## config.mk

```make
export PLATFORM = sky130hd
export DESIGN_NAME = tac_ctrl
export DESIGN_NICKNAME = d
export VERILOG_FILES = /design/src/tac_pkg.sv /design/src/tac_ctrl.sv /design/src/tac_hyst_flag.sv
export SDC_FILE = /design/constraint.sdc
export NUM_CORES = 1
export LEC_CHECK = 0
export ABC_CLOCK_PERIOD_IN_PS = 9600
export BUFFER_PORTS_ARGS = -buffer_cell sky130_fd_sc_hd__buf_2
export CAP_MARGIN = 30
export CORE_MARGIN = 10
export CORE_UTILIZATION = 40
export DETAILED_ROUTE_END_ITERATION = 10
export HOLD_SLACK_MARGIN = 0.02
export PLACE_DENSITY = 0.54
export SLEW_MARGIN = 0
export SYNTH_ARGS = -nofsm -noshare
export SYNTH_HDL_FRONTEND = slang
export SYNTH_SLANG_ARGS = --single-unit
```

## constraint.sdc

```tcl
create_clock -name mclk -period 9.6 [get_ports mclk]
set_clock_uncertainty 0.05 [all_clocks]
set_input_delay 0.48 -clock mclk [delete_from_list [all_inputs] [get_ports mclk]]
set_output_delay 0.48 -clock mclk [all_outputs]
set_load 0.005 [all_outputs]
```

## src/tac_pkg.sv

```systemverilog
/*
 * Package for the temperature alert and conversion control block: register
 * offsets, reset values, field positions, timing figures and shared types.
 * Assumes a 50 MHz mclk and a 16-bit register word behind an 8-bit pointer.
 */
package tac_pkg;

   // ----------------------------------------------------------------------
   // Clock and timing figures.
   // ----------------------------------------------------------------------
   localparam real TAC_MCLK_NS = 20.0;
   localparam int TAC_CNT_W = 27;
   localparam real TAC_CONV_MS [0:3] = '{6.4, 3.5, 2.0, 1.2};
   localparam real TAC_PERIOD_MS [0:7] = '{6.4, 31.25, 62.5, 125.0, 250.0, 500.0, 1000.0,
                                           2000.0};
   localparam real TAC_SWRST_MS = 1.0;

   // Converts a least time in milliseconds to whole mclk cycles, rounded up.
   function automatic int unsigned tac_ms2cyc(real ms);
      return int'($ceil(ms * 1.0e6 / TAC_MCLK_NS));
   endfunction

   localparam int unsigned TAC_CONV_CYC [0:3] = '{tac_ms2cyc(TAC_CONV_MS[0]),
      tac_ms2cyc(TAC_CONV_MS[1]), tac_ms2cyc(TAC_CONV_MS[2]), tac_ms2cyc(TAC_CONV_MS[3])};
   localparam int unsigned TAC_PERIOD_CYC [0:7] = '{tac_ms2cyc(TAC_PERIOD_MS[0]),
      tac_ms2cyc(TAC_PERIOD_MS[1]), tac_ms2cyc(TAC_PERIOD_MS[2]),
      tac_ms2cyc(TAC_PERIOD_MS[3]), tac_ms2cyc(TAC_PERIOD_MS[4]),
      tac_ms2cyc(TAC_PERIOD_MS[5]), tac_ms2cyc(TAC_PERIOD_MS[6]),
      tac_ms2cyc(TAC_PERIOD_MS[7])};
   localparam int unsigned TAC_SWRST_CYC = tac_ms2cyc(TAC_SWRST_MS);

   // ----------------------------------------------------------------------
   // Register offsets and reset values.
   // ----------------------------------------------------------------------
   localparam logic [7:0] TAC_ADDR_RESULT = 8'h00;
   localparam logic [7:0] TAC_ADDR_ALARM = 8'h02;
   localparam logic [7:0] TAC_ADDR_CFG = 8'h03;
   localparam logic [7:0] TAC_ADDR_LOWB = 8'h04;
   localparam logic [7:0] TAC_ADDR_UPB = 8'h05;
   localparam logic [7:0] TAC_ADDR_BAND = 8'h06;
   localparam logic [15:0] TAC_CFG_RST = 16'h0004;
   localparam logic [15:0] TAC_LOWB_RST = 16'hf380;
   localparam logic [15:0] TAC_UPB_RST = 16'h2a80;
   localparam logic [15:0] TAC_BAND_RST = 16'h0a0a;
   localparam logic [15:0] TAC_RESULT_RST = 16'h0000;

   // ----------------------------------------------------------------------
   // Field positions and masks.
   // ----------------------------------------------------------------------
   localparam logic [15:0] TAC_CFG_RWMASK = 16'h06df;
   localparam logic [15:0] TAC_BOUND_MASK = 16'hfffc;
   localparam int TAC_CFG_SWRST_BIT = 8;
   localparam int TAC_ST_HIGH_BIT = 2;
   localparam int TAC_ST_LOW_BIT = 1;
   localparam int TAC_ST_NEW_BIT = 0;
   localparam int TAC_BAND_SHIFT = 6;
   localparam logic [2:0] TAC_AVG_LAST = 3'h7;
   localparam int TAC_AVG_SHIFT = 3;

   // ----------------------------------------------------------------------
   // Shared types.
   // ----------------------------------------------------------------------
   typedef struct packed {
      logic [4:0] rsvd_hi;
      logic [1:0] conv_time;
      logic sw_reset;
      logic eightfold_mean_en;
      logic crc_en;
      logic rsvd5;
      logic single_shot_trigger;
      logic shutdown;
      logic [2:0] period;
   } tac_cfg_s;

   typedef struct packed {
      logic wr;
      logic rd;
      logic [7:0] addr;
      logic [15:0] wdata;
   } tac_req_s;

   typedef enum logic [1:0] {
      TAC_ST_IDLE = 2'b00,
      TAC_ST_CONV = 2'b01,
      TAC_ST_WAIT = 2'b10,
      TAC_ST_SWRST = 2'b11
   } tac_state_e;

endpackage

```

## src/tac_ctrl.sv

```systemverilog
/*
 * Temperature alert and conversion control: configuration word, alarm state
 * word, bounds, conversion sequencing with averaging and software reset.
 * Assumes a serial bus front end on mclk that issues one-cycle read and write
 * strobes and a stop pulse, and a converter whose output is valid when a
 * conversion time elapses.
 */
`timescale 1ns/100ps
// Operation
// - Set high flag on rising above upper bound or falling below re-arm level.
// - High flag not set again until result below upper bound minus band.
// - Set low flag on falling below lower bound or rising above re-arm level.
// - Low flag not set again until result above lower bound plus band.
// - Reading alarm state word clears high and low flags.
// - New result flag set on each stored result, cleared by alarm read or software reset.
// - Bits 10:9 pick converter time 6.4, 3.5, 2.0 or 1.2 ms.
// - Averaging longer than the period stretches the cycle to the averaging time.
// - Bit 8 starts a 1 ms software reset and always reads zero.
// - Bit 7 averages every measurement over eight conversions.
// - Checksum enable takes effect only after a bus stop.
// - Bit 4 starts one measurement and clears itself when done.
// - A finished single shot leaves the device in shutdown.
// - Bit 3 chooses continuous conversion or shutdown.
// - Bits 2:0 set the conversion period, reset value four.
// - Bounds ignored when upper bound is not above lower bound.
// - Bands are unsigned bytes in half-degree steps.
module tac_ctrl import tac_pkg::*; #(
   parameter int unsigned P_CONV_CYC [0:3] = TAC_CONV_CYC,
   parameter int unsigned P_PERIOD_CYC [0:7] = TAC_PERIOD_CYC,
   parameter int unsigned P_SWRST_CYC = TAC_SWRST_CYC
) (
   input wire logic mclk, // System clock, 50 MHz.
   input wire logic rstn, // Asynchronous reset, active low.
   input wire tac_req_s req, // Register read and write strobes.
   input wire logic bus_stop, // Stop condition seen on the serial bus.
   input wire logic [15:0] adc_data, // Converter output word.
   output logic [15:0] rd_data_r, // Data of the last register read.
   output logic adc_run_r, // Converter is running.
   output logic [1:0] adc_time_sel_r, // Converter time code.
   output logic crc_active_r, // Checksums in force on the bus.
   output logic sw_reset_busy_r // Software reset in progress.
);

   // ----------------------------------------------------------------------
   // Declarations.
   // ----------------------------------------------------------------------
   tac_state_e state_r, state_nxt;
   tac_cfg_s cfg_r, cfg_nxt;
   logic [15:0] lowb_r, upb_r, band_r, result_r;
   logic drdy_r;
   logic [TAC_CNT_W-1:0] tcnt_r, pcnt_r, swcnt_r;
   logic [2:0] sidx_r;
   logic signed [18:0] acc_r;
   logic hi_flag, hi_status, lo_flag, lo_status;

   // ----------------------------------------------------------------------
   // Register decode.
   // ----------------------------------------------------------------------
   // Bus writes are dropped while the software reset runs.
   wire logic busy = (state_r == TAC_ST_SWRST);
   wire logic wr_ok = req.wr && !busy;
   wire logic wr_cfg = wr_ok && (req.addr == TAC_ADDR_CFG);
   wire logic wr_lowb = wr_ok && (req.addr == TAC_ADDR_LOWB);
   wire logic wr_upb = wr_ok && (req.addr == TAC_ADDR_UPB);
   wire logic wr_band = wr_ok && (req.addr == TAC_ADDR_BAND);
   wire logic rd_alarm = req.rd && (req.addr == TAC_ADDR_ALARM);
   wire logic swrst_req = wr_cfg && req.wdata[TAC_CFG_SWRST_BIT];
   wire logic [15:0] alarm_word = {13'h0000, hi_flag, lo_flag, drdy_r};
   wire logic [15:0] cfg_word = cfg_r & TAC_CFG_RWMASK;
   wire logic [15:0] rd_word =
      (req.addr == TAC_ADDR_RESULT) ? result_r :
      (req.addr == TAC_ADDR_ALARM) ? alarm_word :
      (req.addr == TAC_ADDR_CFG) ? cfg_word :
      (req.addr == TAC_ADDR_LOWB) ? lowb_r :
      (req.addr == TAC_ADDR_UPB) ? upb_r :
      (req.addr == TAC_ADDR_BAND) ? band_r : 16'h0000;

   // ----------------------------------------------------------------------
   // Conversion timing and averaging.
   // ----------------------------------------------------------------------
   wire logic [TAC_CNT_W-1:0] conv_lim = TAC_CNT_W'(P_CONV_CYC[cfg_r.conv_time]);
   wire logic [TAC_CNT_W-1:0] per_lim = TAC_CNT_W'(P_PERIOD_CYC[cfg_r.period]);
   // A shorter converter time chosen mid-way ends the conversion at once instead of wrapping the counter.
   wire logic conv_end = (state_r == TAC_ST_CONV) && (tcnt_r >= conv_lim - 1'b1);
   wire logic last_samp = !cfg_r.eightfold_mean_en || (sidx_r == TAC_AVG_LAST);
   wire logic store = conv_end && last_samp;
   wire logic signed [18:0] sum_nxt = acc_r + 19'(signed'(adc_data));
   wire logic [15:0] mean_val = cfg_r.eightfold_mean_en ?
      sum_nxt[TAC_AVG_SHIFT +: 16] : adc_data;
   wire logic period_done = (pcnt_r >= per_lim - 1'b1);
   wire logic cycle_start = (state_nxt == TAC_ST_CONV) && (state_r != TAC_ST_CONV);

   // ----------------------------------------------------------------------
   // Alarm inputs on the result scale.
   // ----------------------------------------------------------------------
   wire logic bounds_ok = $signed(upb_r[15:2]) > $signed(lowb_r[15:2]);
   wire logic [15:0] result_nxt_s = mean_val;
   wire logic signed [17:0] res_ext = {{2{result_nxt_s[15]}}, result_nxt_s};
   wire logic signed [17:0] upb_ext = {{2{upb_r[15]}}, upb_r & TAC_BOUND_MASK};
   wire logic signed [17:0] lowb_ext = {{2{lowb_r[15]}}, lowb_r & TAC_BOUND_MASK};
   wire logic signed [17:0] hband = 18'({band_r[15:8], 6'h00});
   wire logic signed [17:0] lband = 18'({band_r[7:0], 6'h00});

   // ----------------------------------------------------------------------
   // Sequencer next state.
   // ----------------------------------------------------------------------
   // Continuous mode restarts each period; shutdown or single shot parks idle.
   always_comb begin
      state_nxt = state_r;
      case (state_r)
         TAC_ST_IDLE: begin
            if (cfg_r.single_shot_trigger || !cfg_r.shutdown) begin
               state_nxt = TAC_ST_CONV;
            end
         end
         TAC_ST_CONV: begin
            if (store) begin
               state_nxt = (cfg_r.shutdown || cfg_r.single_shot_trigger) ?
                  TAC_ST_IDLE : TAC_ST_WAIT;
            end
         end
         TAC_ST_WAIT: begin
            if (cfg_r.single_shot_trigger) begin
               state_nxt = TAC_ST_CONV;
            end else if (cfg_r.shutdown) begin
               state_nxt = TAC_ST_IDLE;
            end else if (period_done) begin
               state_nxt = TAC_ST_CONV;
            end
         end
         TAC_ST_SWRST: begin
            if (swcnt_r == TAC_CNT_W'(P_SWRST_CYC - 1)) begin
               state_nxt = TAC_ST_IDLE;
            end
         end
         default: state_nxt = TAC_ST_IDLE;
      endcase
      if (swrst_req) begin
         state_nxt = TAC_ST_SWRST;
      end
   end

   // Configuration word next value; reset bit and reserved bits never stored.
   always_comb begin
      cfg_nxt = cfg_r;
      if (wr_cfg) begin
         cfg_nxt = tac_cfg_s'(req.wdata & TAC_CFG_RWMASK);
      end
      if (store && cfg_r.single_shot_trigger) begin
         cfg_nxt.single_shot_trigger = 1'b0;
         cfg_nxt.shutdown = 1'b1;
      end
      if (swrst_req) begin
         cfg_nxt = tac_cfg_s'(TAC_CFG_RST);
      end
   end

   // ----------------------------------------------------------------------
   // State and counters.
   // ----------------------------------------------------------------------
   always_ff @(posedge mclk or negedge rstn) begin
      if (!rstn) begin
         state_r <= TAC_ST_IDLE;
         cfg_r <= tac_cfg_s'(TAC_CFG_RST);
         swcnt_r <= '0;
         tcnt_r <= '0;
      end else begin
         state_r <= state_nxt;
         cfg_r <= cfg_nxt;
         swcnt_r <= busy ? swcnt_r + 1'b1 : '0;
         tcnt_r <= (state_r == TAC_ST_CONV && !conv_end) ? tcnt_r + 1'b1 : '0;
      end
   end

   // Period counter starts with each cycle and saturates; a long averaged
   // measurement simply finds the period already spent.
   always_ff @(posedge mclk or negedge rstn) begin
      if (!rstn) begin
         pcnt_r <= '0;
      end else begin
         pcnt_r <= cycle_start ? '0 : ((&pcnt_r) ? pcnt_r : pcnt_r + 1'b1);
      end
   end

   // Sample index and accumulator for the eight-conversion mean.
   always_ff @(posedge mclk or negedge rstn) begin
      if (!rstn) begin
         sidx_r <= '0;
         acc_r <= '0;
      end else begin
         sidx_r <= (state_r != TAC_ST_CONV || store) ? '0 : (conv_end ? sidx_r + 1'b1 : sidx_r);
         acc_r <= (state_r != TAC_ST_CONV || store) ? '0 : (conv_end ? sum_nxt : acc_r);
      end
   end

   // ----------------------------------------------------------------------
   // Bounds, result and new result flag.
   // ----------------------------------------------------------------------
   always_ff @(posedge mclk or negedge rstn) begin
      if (!rstn) begin
         lowb_r <= TAC_LOWB_RST;
         upb_r <= TAC_UPB_RST;
         band_r <= TAC_BAND_RST;
      end else begin
         lowb_r <= swrst_req ? TAC_LOWB_RST : (wr_lowb ? req.wdata & TAC_BOUND_MASK : lowb_r);
         upb_r <= swrst_req ? TAC_UPB_RST : (wr_upb ? req.wdata & TAC_BOUND_MASK : upb_r);
         band_r <= swrst_req ? TAC_BAND_RST : (wr_band ? req.wdata : band_r);
      end
   end

   // New result flag: a store in the reading cycle wins over the clear.
   always_ff @(posedge mclk or negedge rstn) begin
      if (!rstn) begin
         result_r <= TAC_RESULT_RST;
         drdy_r <= 1'b0;
      end else begin
         result_r <= swrst_req ? TAC_RESULT_RST : (store ? mean_val : result_r);
         drdy_r <= swrst_req ? 1'b0 : (store ? 1'b1 : (rd_alarm ? 1'b0 : drdy_r));
      end
   end

   // ----------------------------------------------------------------------
   // Crossing flags.
   // ----------------------------------------------------------------------
   tac_hyst_flag #(.UPPER(1'b1)) u_high (
      .mclk(mclk),
      .rstn(rstn),
      .clr_all(swrst_req),
      .sample(store),
      .enable(bounds_ok),
      .value(res_ext),
      .bound(upb_ext),
      .band(hband),
      .rd_clear(rd_alarm),
      .flag_r(hi_flag),
      .status_r(hi_status)
   );

   tac_hyst_flag #(.UPPER(1'b0)) u_low (
      .mclk(mclk),
      .rstn(rstn),
      .clr_all(swrst_req),
      .sample(store),
      .enable(bounds_ok),
      .value(res_ext),
      .bound(lowb_ext),
      .band(lband),
      .rd_clear(rd_alarm),
      .flag_r(lo_flag),
      .status_r(lo_status)
   );

   // ----------------------------------------------------------------------
   // Outputs.
   // ----------------------------------------------------------------------
   // Checksum enable is copied into force only on a stop.
   always_ff @(posedge mclk or negedge rstn) begin
      if (!rstn) begin
         rd_data_r <= 16'h0000;
         crc_active_r <= 1'b0;
         adc_run_r <= 1'b0;
         adc_time_sel_r <= 2'h0;
         sw_reset_busy_r <= 1'b0;
      end else begin
         rd_data_r <= req.rd ? rd_word : rd_data_r;
         crc_active_r <= swrst_req ? 1'b0 : (bus_stop ? cfg_r.crc_en : crc_active_r);
         adc_run_r <= (state_nxt == TAC_ST_CONV);
         adc_time_sel_r <= cfg_nxt.conv_time;
         sw_reset_busy_r <= (state_nxt == TAC_ST_SWRST);
      end
   end
endmodule // tac_ctrl

```

## src/tac_hyst_flag.sv

```systemverilog
/*
 * One threshold crossing flag with hysteresis re-arm, used once for the
 * upper bound and once for the lower bound.
 * Assumes value, bound and band share one scale and arrive on mclk.
 */
`timescale 1ns/100ps
module tac_hyst_flag import tac_pkg::*; #(
   parameter bit UPPER = 1'b1
) (
   input wire logic mclk, // System clock.
   input wire logic rstn, // Asynchronous reset, active low.
   input wire logic clr_all, // Software reset pulse.
   input wire logic sample, // A result is being stored.
   input wire logic enable, // Bounds are valid.
   input wire logic signed [17:0] value, // Stored result, sign extended.
   input wire logic signed [17:0] bound, // Bound on the result scale.
   input wire logic signed [17:0] band, // Hysteresis band on the result scale.
   input wire logic rd_clear, // Alarm state word is being read.
   output logic flag_r, // Sticky crossing flag.
   output logic status_r // Tripped; set past the bound, cleared past the re-arm level.
);

   // ----------------------------------------------------------------------
   // Crossing detection.
   // ----------------------------------------------------------------------
   // The band is unsigned and already scaled from half-degree steps.
   wire logic signed [17:0] rearm_thr = UPPER ? (bound - band) : (bound + band);
   wire logic trip = UPPER ? (value > bound) : (value < bound);
   wire logic release_ev = UPPER ? (value < rearm_thr) : (value > rearm_thr);
   // Once tripped, only the re-arm crossing can raise the flag again.
   wire logic set_ev = sample && enable && (status_r ? release_ev : trip);

   // Side state and flag; a set in the clearing cycle wins.
   always_ff @(posedge mclk or negedge rstn) begin
      if (!rstn) begin
         status_r <= 1'b0;
         flag_r <= 1'b0;
      end else begin
         status_r <= clr_all ? 1'b0 : (set_ev ? !status_r : status_r);
         flag_r <= clr_all ? 1'b0 : (set_ev ? 1'b1 : (rd_clear ? 1'b0 : flag_r));
      end
   end
endmodule // tac_hyst_flag

```

==> impl_summary.txt <==
----------------------------------------------------
[Outcome]
  Outcome ... completed

[STA]
  Worst hold slack ... 66.1 ps
  Final max-slew violation count ... 0
  Endpoints failing setup ... 0
  Slew Limit Headroom ... 0.360
  Unrepaired setup endpoints after global routing ... false
  Total Negative Setup Slacks ... 0 ps
  Clock period minus worst slack ... 4600 ps
  Achievable frequency ... 217 MHz
  Final critical-path share of the clock period ... 0.479
  Number of failing hold endpoints at the final stage ... 0
  Worst slew pin tran ... 960 ps

[Die]
  Die width ... 203 µm
  Starting Density ... 0.404
  Height of the chip ... 203 µm
  Floorplan Core Area ... 33,400 µm²
  Total I/O pin count ... 66
  Placement Rows ... 67
  Die area ... 41,400 µm²

[Synthesis]
  Post-synthesis sequential area ratio ... 0.369
  Library cells used by synthesis ... 75
  Total number of yosys warnings ... 0
  Instance count of the mapped netlist ... 1,497
  Proportion of synthesized flip-flops having asynchronous set or reset ... 1.00
  Flop and latch count out of synthesis ... 198
  Primary flip-flop cell chosen by synthesis mapping ... dfrtp_1
  Average cell area after synthesis ... 8.99 µm²
  Mapped cell area ... 13,500 µm²
  Number of synthesized flops with an enable pin ... 0

[Setup path]
  Critical path startpoint category ... register
  Worst setup path startpoint ... acc_r[0]$_DFFE_PN0P_
  Capturing element type of the critical path ... register
  Number of cells on the worst reg-to-reg path ... 15
  Launch instance of the worst register-to-register path ... acc_r[0]$_DFFE_PN0P_
  Critical path peak fanout ... 5
  Cells traversed along the worst timing path ... ha_1, fa_1, a211oi_1, o21ai_0, a2111oi_0, o21bai_1, xor2_1, mux2_2, ha_1, and4_1, a21oi_1, nand3_1, o21ai_0, nand3_1, a221oi_1
  Required time reported for the critical path endpoint ... 9910 ps
  Kind of critical path ... register to register
  Crit-path slowest cell ... a2111oi_0
  Crit-path max cell delay ... 510 ps
  Data arrival at the endpoint of the critical path ... 4910 ps

[Pwr]
  Power density over the cells ... 114 nW/µm²
  Leakage power total ... 6.71 nW
  Total power ... 1.70 mW
  Max IR drop VDD ... 0.000133 V

[CTS]
  Clock tree from TritonCTS ... done
  Post-CTS Setup Repair Bufs ... 0
  Total of cells resized after clock tree synthesis ... 0
  CTS HTree Levels ... 4
  Total of hold buffers inserted after clock tree synthesis ... 0
  Clock buffer depth ... 2
  Clock transition at the registers of the reported paths ... 80 ps
  Number of sinks handled by clock tree synthesis ... 198
  Clock root buffer ... clkbuf_16
  TritonCTS buffer count ... 17
  Clock latency on the worst-skew pair ... 460 ps

[Place]
  Post-Place Cells ... 1,975
  Total of buffers placed on input and output ports ... 65
  Detailed-placement wirelength estimate ... 29,700 µm
  Final RePlAce weighted congestion ... 0.896

[Route]
  Via count ... 11,424
  Number of iterations in the first detailed-routing pass ... 7
  Residual DRC count ... 0
  Number of design-rule violations left by the first detailed-router iteration ... 1,033
  Sum of routed wire length over all layers ... 39,200 µm
  Avg Vias per Cell ... 5.69
  Wire length per cell after detailed routing ... 19.5 µm
  ANT nets after route ... 0

[Flow run]
  Total of max-cap violations ... 0

[Final layout]
  Commonest cells after routing, fill and taps aside ... dfrtp_1 (182), nand2_1 (166), ha_1 (153)
  Post-Layout Cell Count ... 2,008
  Synth-to-Final Area Change ... 10.6%
  Most common library cell in the layout ignoring fill and taps ... dfrtp_1
  Final core occ ... 0.446
  Number of filler cells placed in the layout ... 3,406
  Total Nets Final ... 1,747
  Fraction of final layout cells with drive strength greater than 1 ... 0.106

[GRT]
  Pin count of the biggest net entering global routing ... 95
  Total congestion overflow after global routing ... 0
  Vias in the first global route ... 10,848
  First-pass GRT wire length ... 62,800 µm
  Aggregate global-route resource usage ... 0.190
  Number of antenna violations at the first check in global routing ... 1

[Worst hold path]
  Kind of path behind the tightest hold check ... primary input to async pin

----------------------------------------------------
[layer usage]
| layer | part of all wire | vias up | GRT usage | wire [µm] |
|---|---|---|---|---|
| met1 | 0.48 | 5567 | 0.264 | 18800 |
| li1 | - | 5530 | - | - |
| met3 | 0.038 | 49 | 0.0284 | 1480 |
| met4 | 0.023 | 0 | 0.0544 | 896 |
| met2 | 0.46 | 278 | 0.299 | 18000 |
| met5 | 0 | - | 0 | 0 |
[through the flow]
step	instance area (µm²)	setup slack [ps]
after floorplan	13500	5550
after global placement	14300	4980
after detailed placement	14300	4910
after CTS	14900	5030
after global routing	14900	4520
final	14900	5000
[cell type report]
type                            instances  area (µm²)  share of cell area
Multi-Input combinational cell       1168        8020               0.538
Sequential cell                       198        4970               0.334
Tap cell                              448         561              0.0376
Timing Repair Buffer                   81         454              0.0305
Clock buffer                           18         429              0.0288
Inverter                               80         300              0.0202
Clock inverter                         14         153              0.0102
Antenna cell                            1        2.50            0.000168
[critical path: cells and delay by family, from the launching register on]
family	cells	cell delay (ps)
fa+ha+maj	3	980
xor+xnor	1	170
simple gates	3	430
compound gates	7	2090
flops	1	400
mux	1	370
[flip-flops by register name, indices dropped and copies added (netlist names), 3 cells and up]
name / flops
acc_r: 19
band_r: 16
cfg_r: 7
lowb_r: 14
pcnt_r: 27
rd_data_r: 16
result_r: 16
sidx_r: 3
swcnt_r: 27
tcnt_r: 27
upb_r: 14
[synth_stat cells, types with 4 or more instances]
library cell,instances,share of area
clkbuf_1,48,0.013
mux2_2,13,0.011
o21ai_0,63,0.023
or3_1,7,0.0033
nor2_1,142,0.040
nand2b_1,13,0.0060
a222oi_1,14,0.010
inv_1,79,0.022
a21o_1,19,0.011
o31ai_1,12,0.0067
o21bai_1,5,0.0028
nand2_1,166,0.046
nand3_1,55,0.020
dfrtp_1,182,0.34
o22a_1,7,0.0046
mux2i_1,11,0.0082
a22oi_1,10,0.0056
a22o_1,15,0.0098
a21oi_1,91,0.034
xnor2_1,48,0.031
a31oi_1,46,0.021
xor2_1,44,0.029
nand4b_1,4,0.0026
nor2b_1,10,0.0046
a221oi_1,5,0.0033
nor3_1,24,0.0089
and4_1,11,0.0072
and3_1,17,0.0079
nand4_1,29,0.013
ha_1,153,0.14
o211ai_1,8,0.0045
a31o_2,4,0.0026
o21a_1,19,0.011
o21ba_2,7,0.0052
dfstp_2,16,0.031
a211oi_1,17,0.0095
nor4_1,16,0.0074
and2_1,4,0.0019
buf_1,5,0.0014
[final timing paths]
path | end | slack (ps)
max | u_high.flag_r$_DFFE_PN0P_ | 5000
min | tcnt_r[15]$_DFF_PN0_ | 70
max reg2reg | u_high.flag_r$_DFFE_PN0P_ | 5000
min reg2reg | tcnt_r[0]$_DFF_PN0_ | 440
max in group asynchronous | result_r[4]$_DFFE_PN0P_ | 7550
min in group mclk | band_r[15]$_DFFE_PN0P_ | 230
[logic make-up after synthesis]
kind of cell,share of synthesized area
and+or+nand+nor,0.180
AOI/OAI and AO/OA,0.186
DFF,0.369
adders and majority gates,0.147
buffers and inverters,0.0389
xor gates and xnor gates,0.0598
muxes,0.0190
other,0.000278
[power by group]
group          switching (mW)  total [mW]  internal, mW
logic                  0.0680       0.104        0.0363
clock network           0.374       0.746         0.372
registers             0.00581       0.846         0.840
total                   0.448        1.70          1.25
Power figures use the tool's default switching activity.
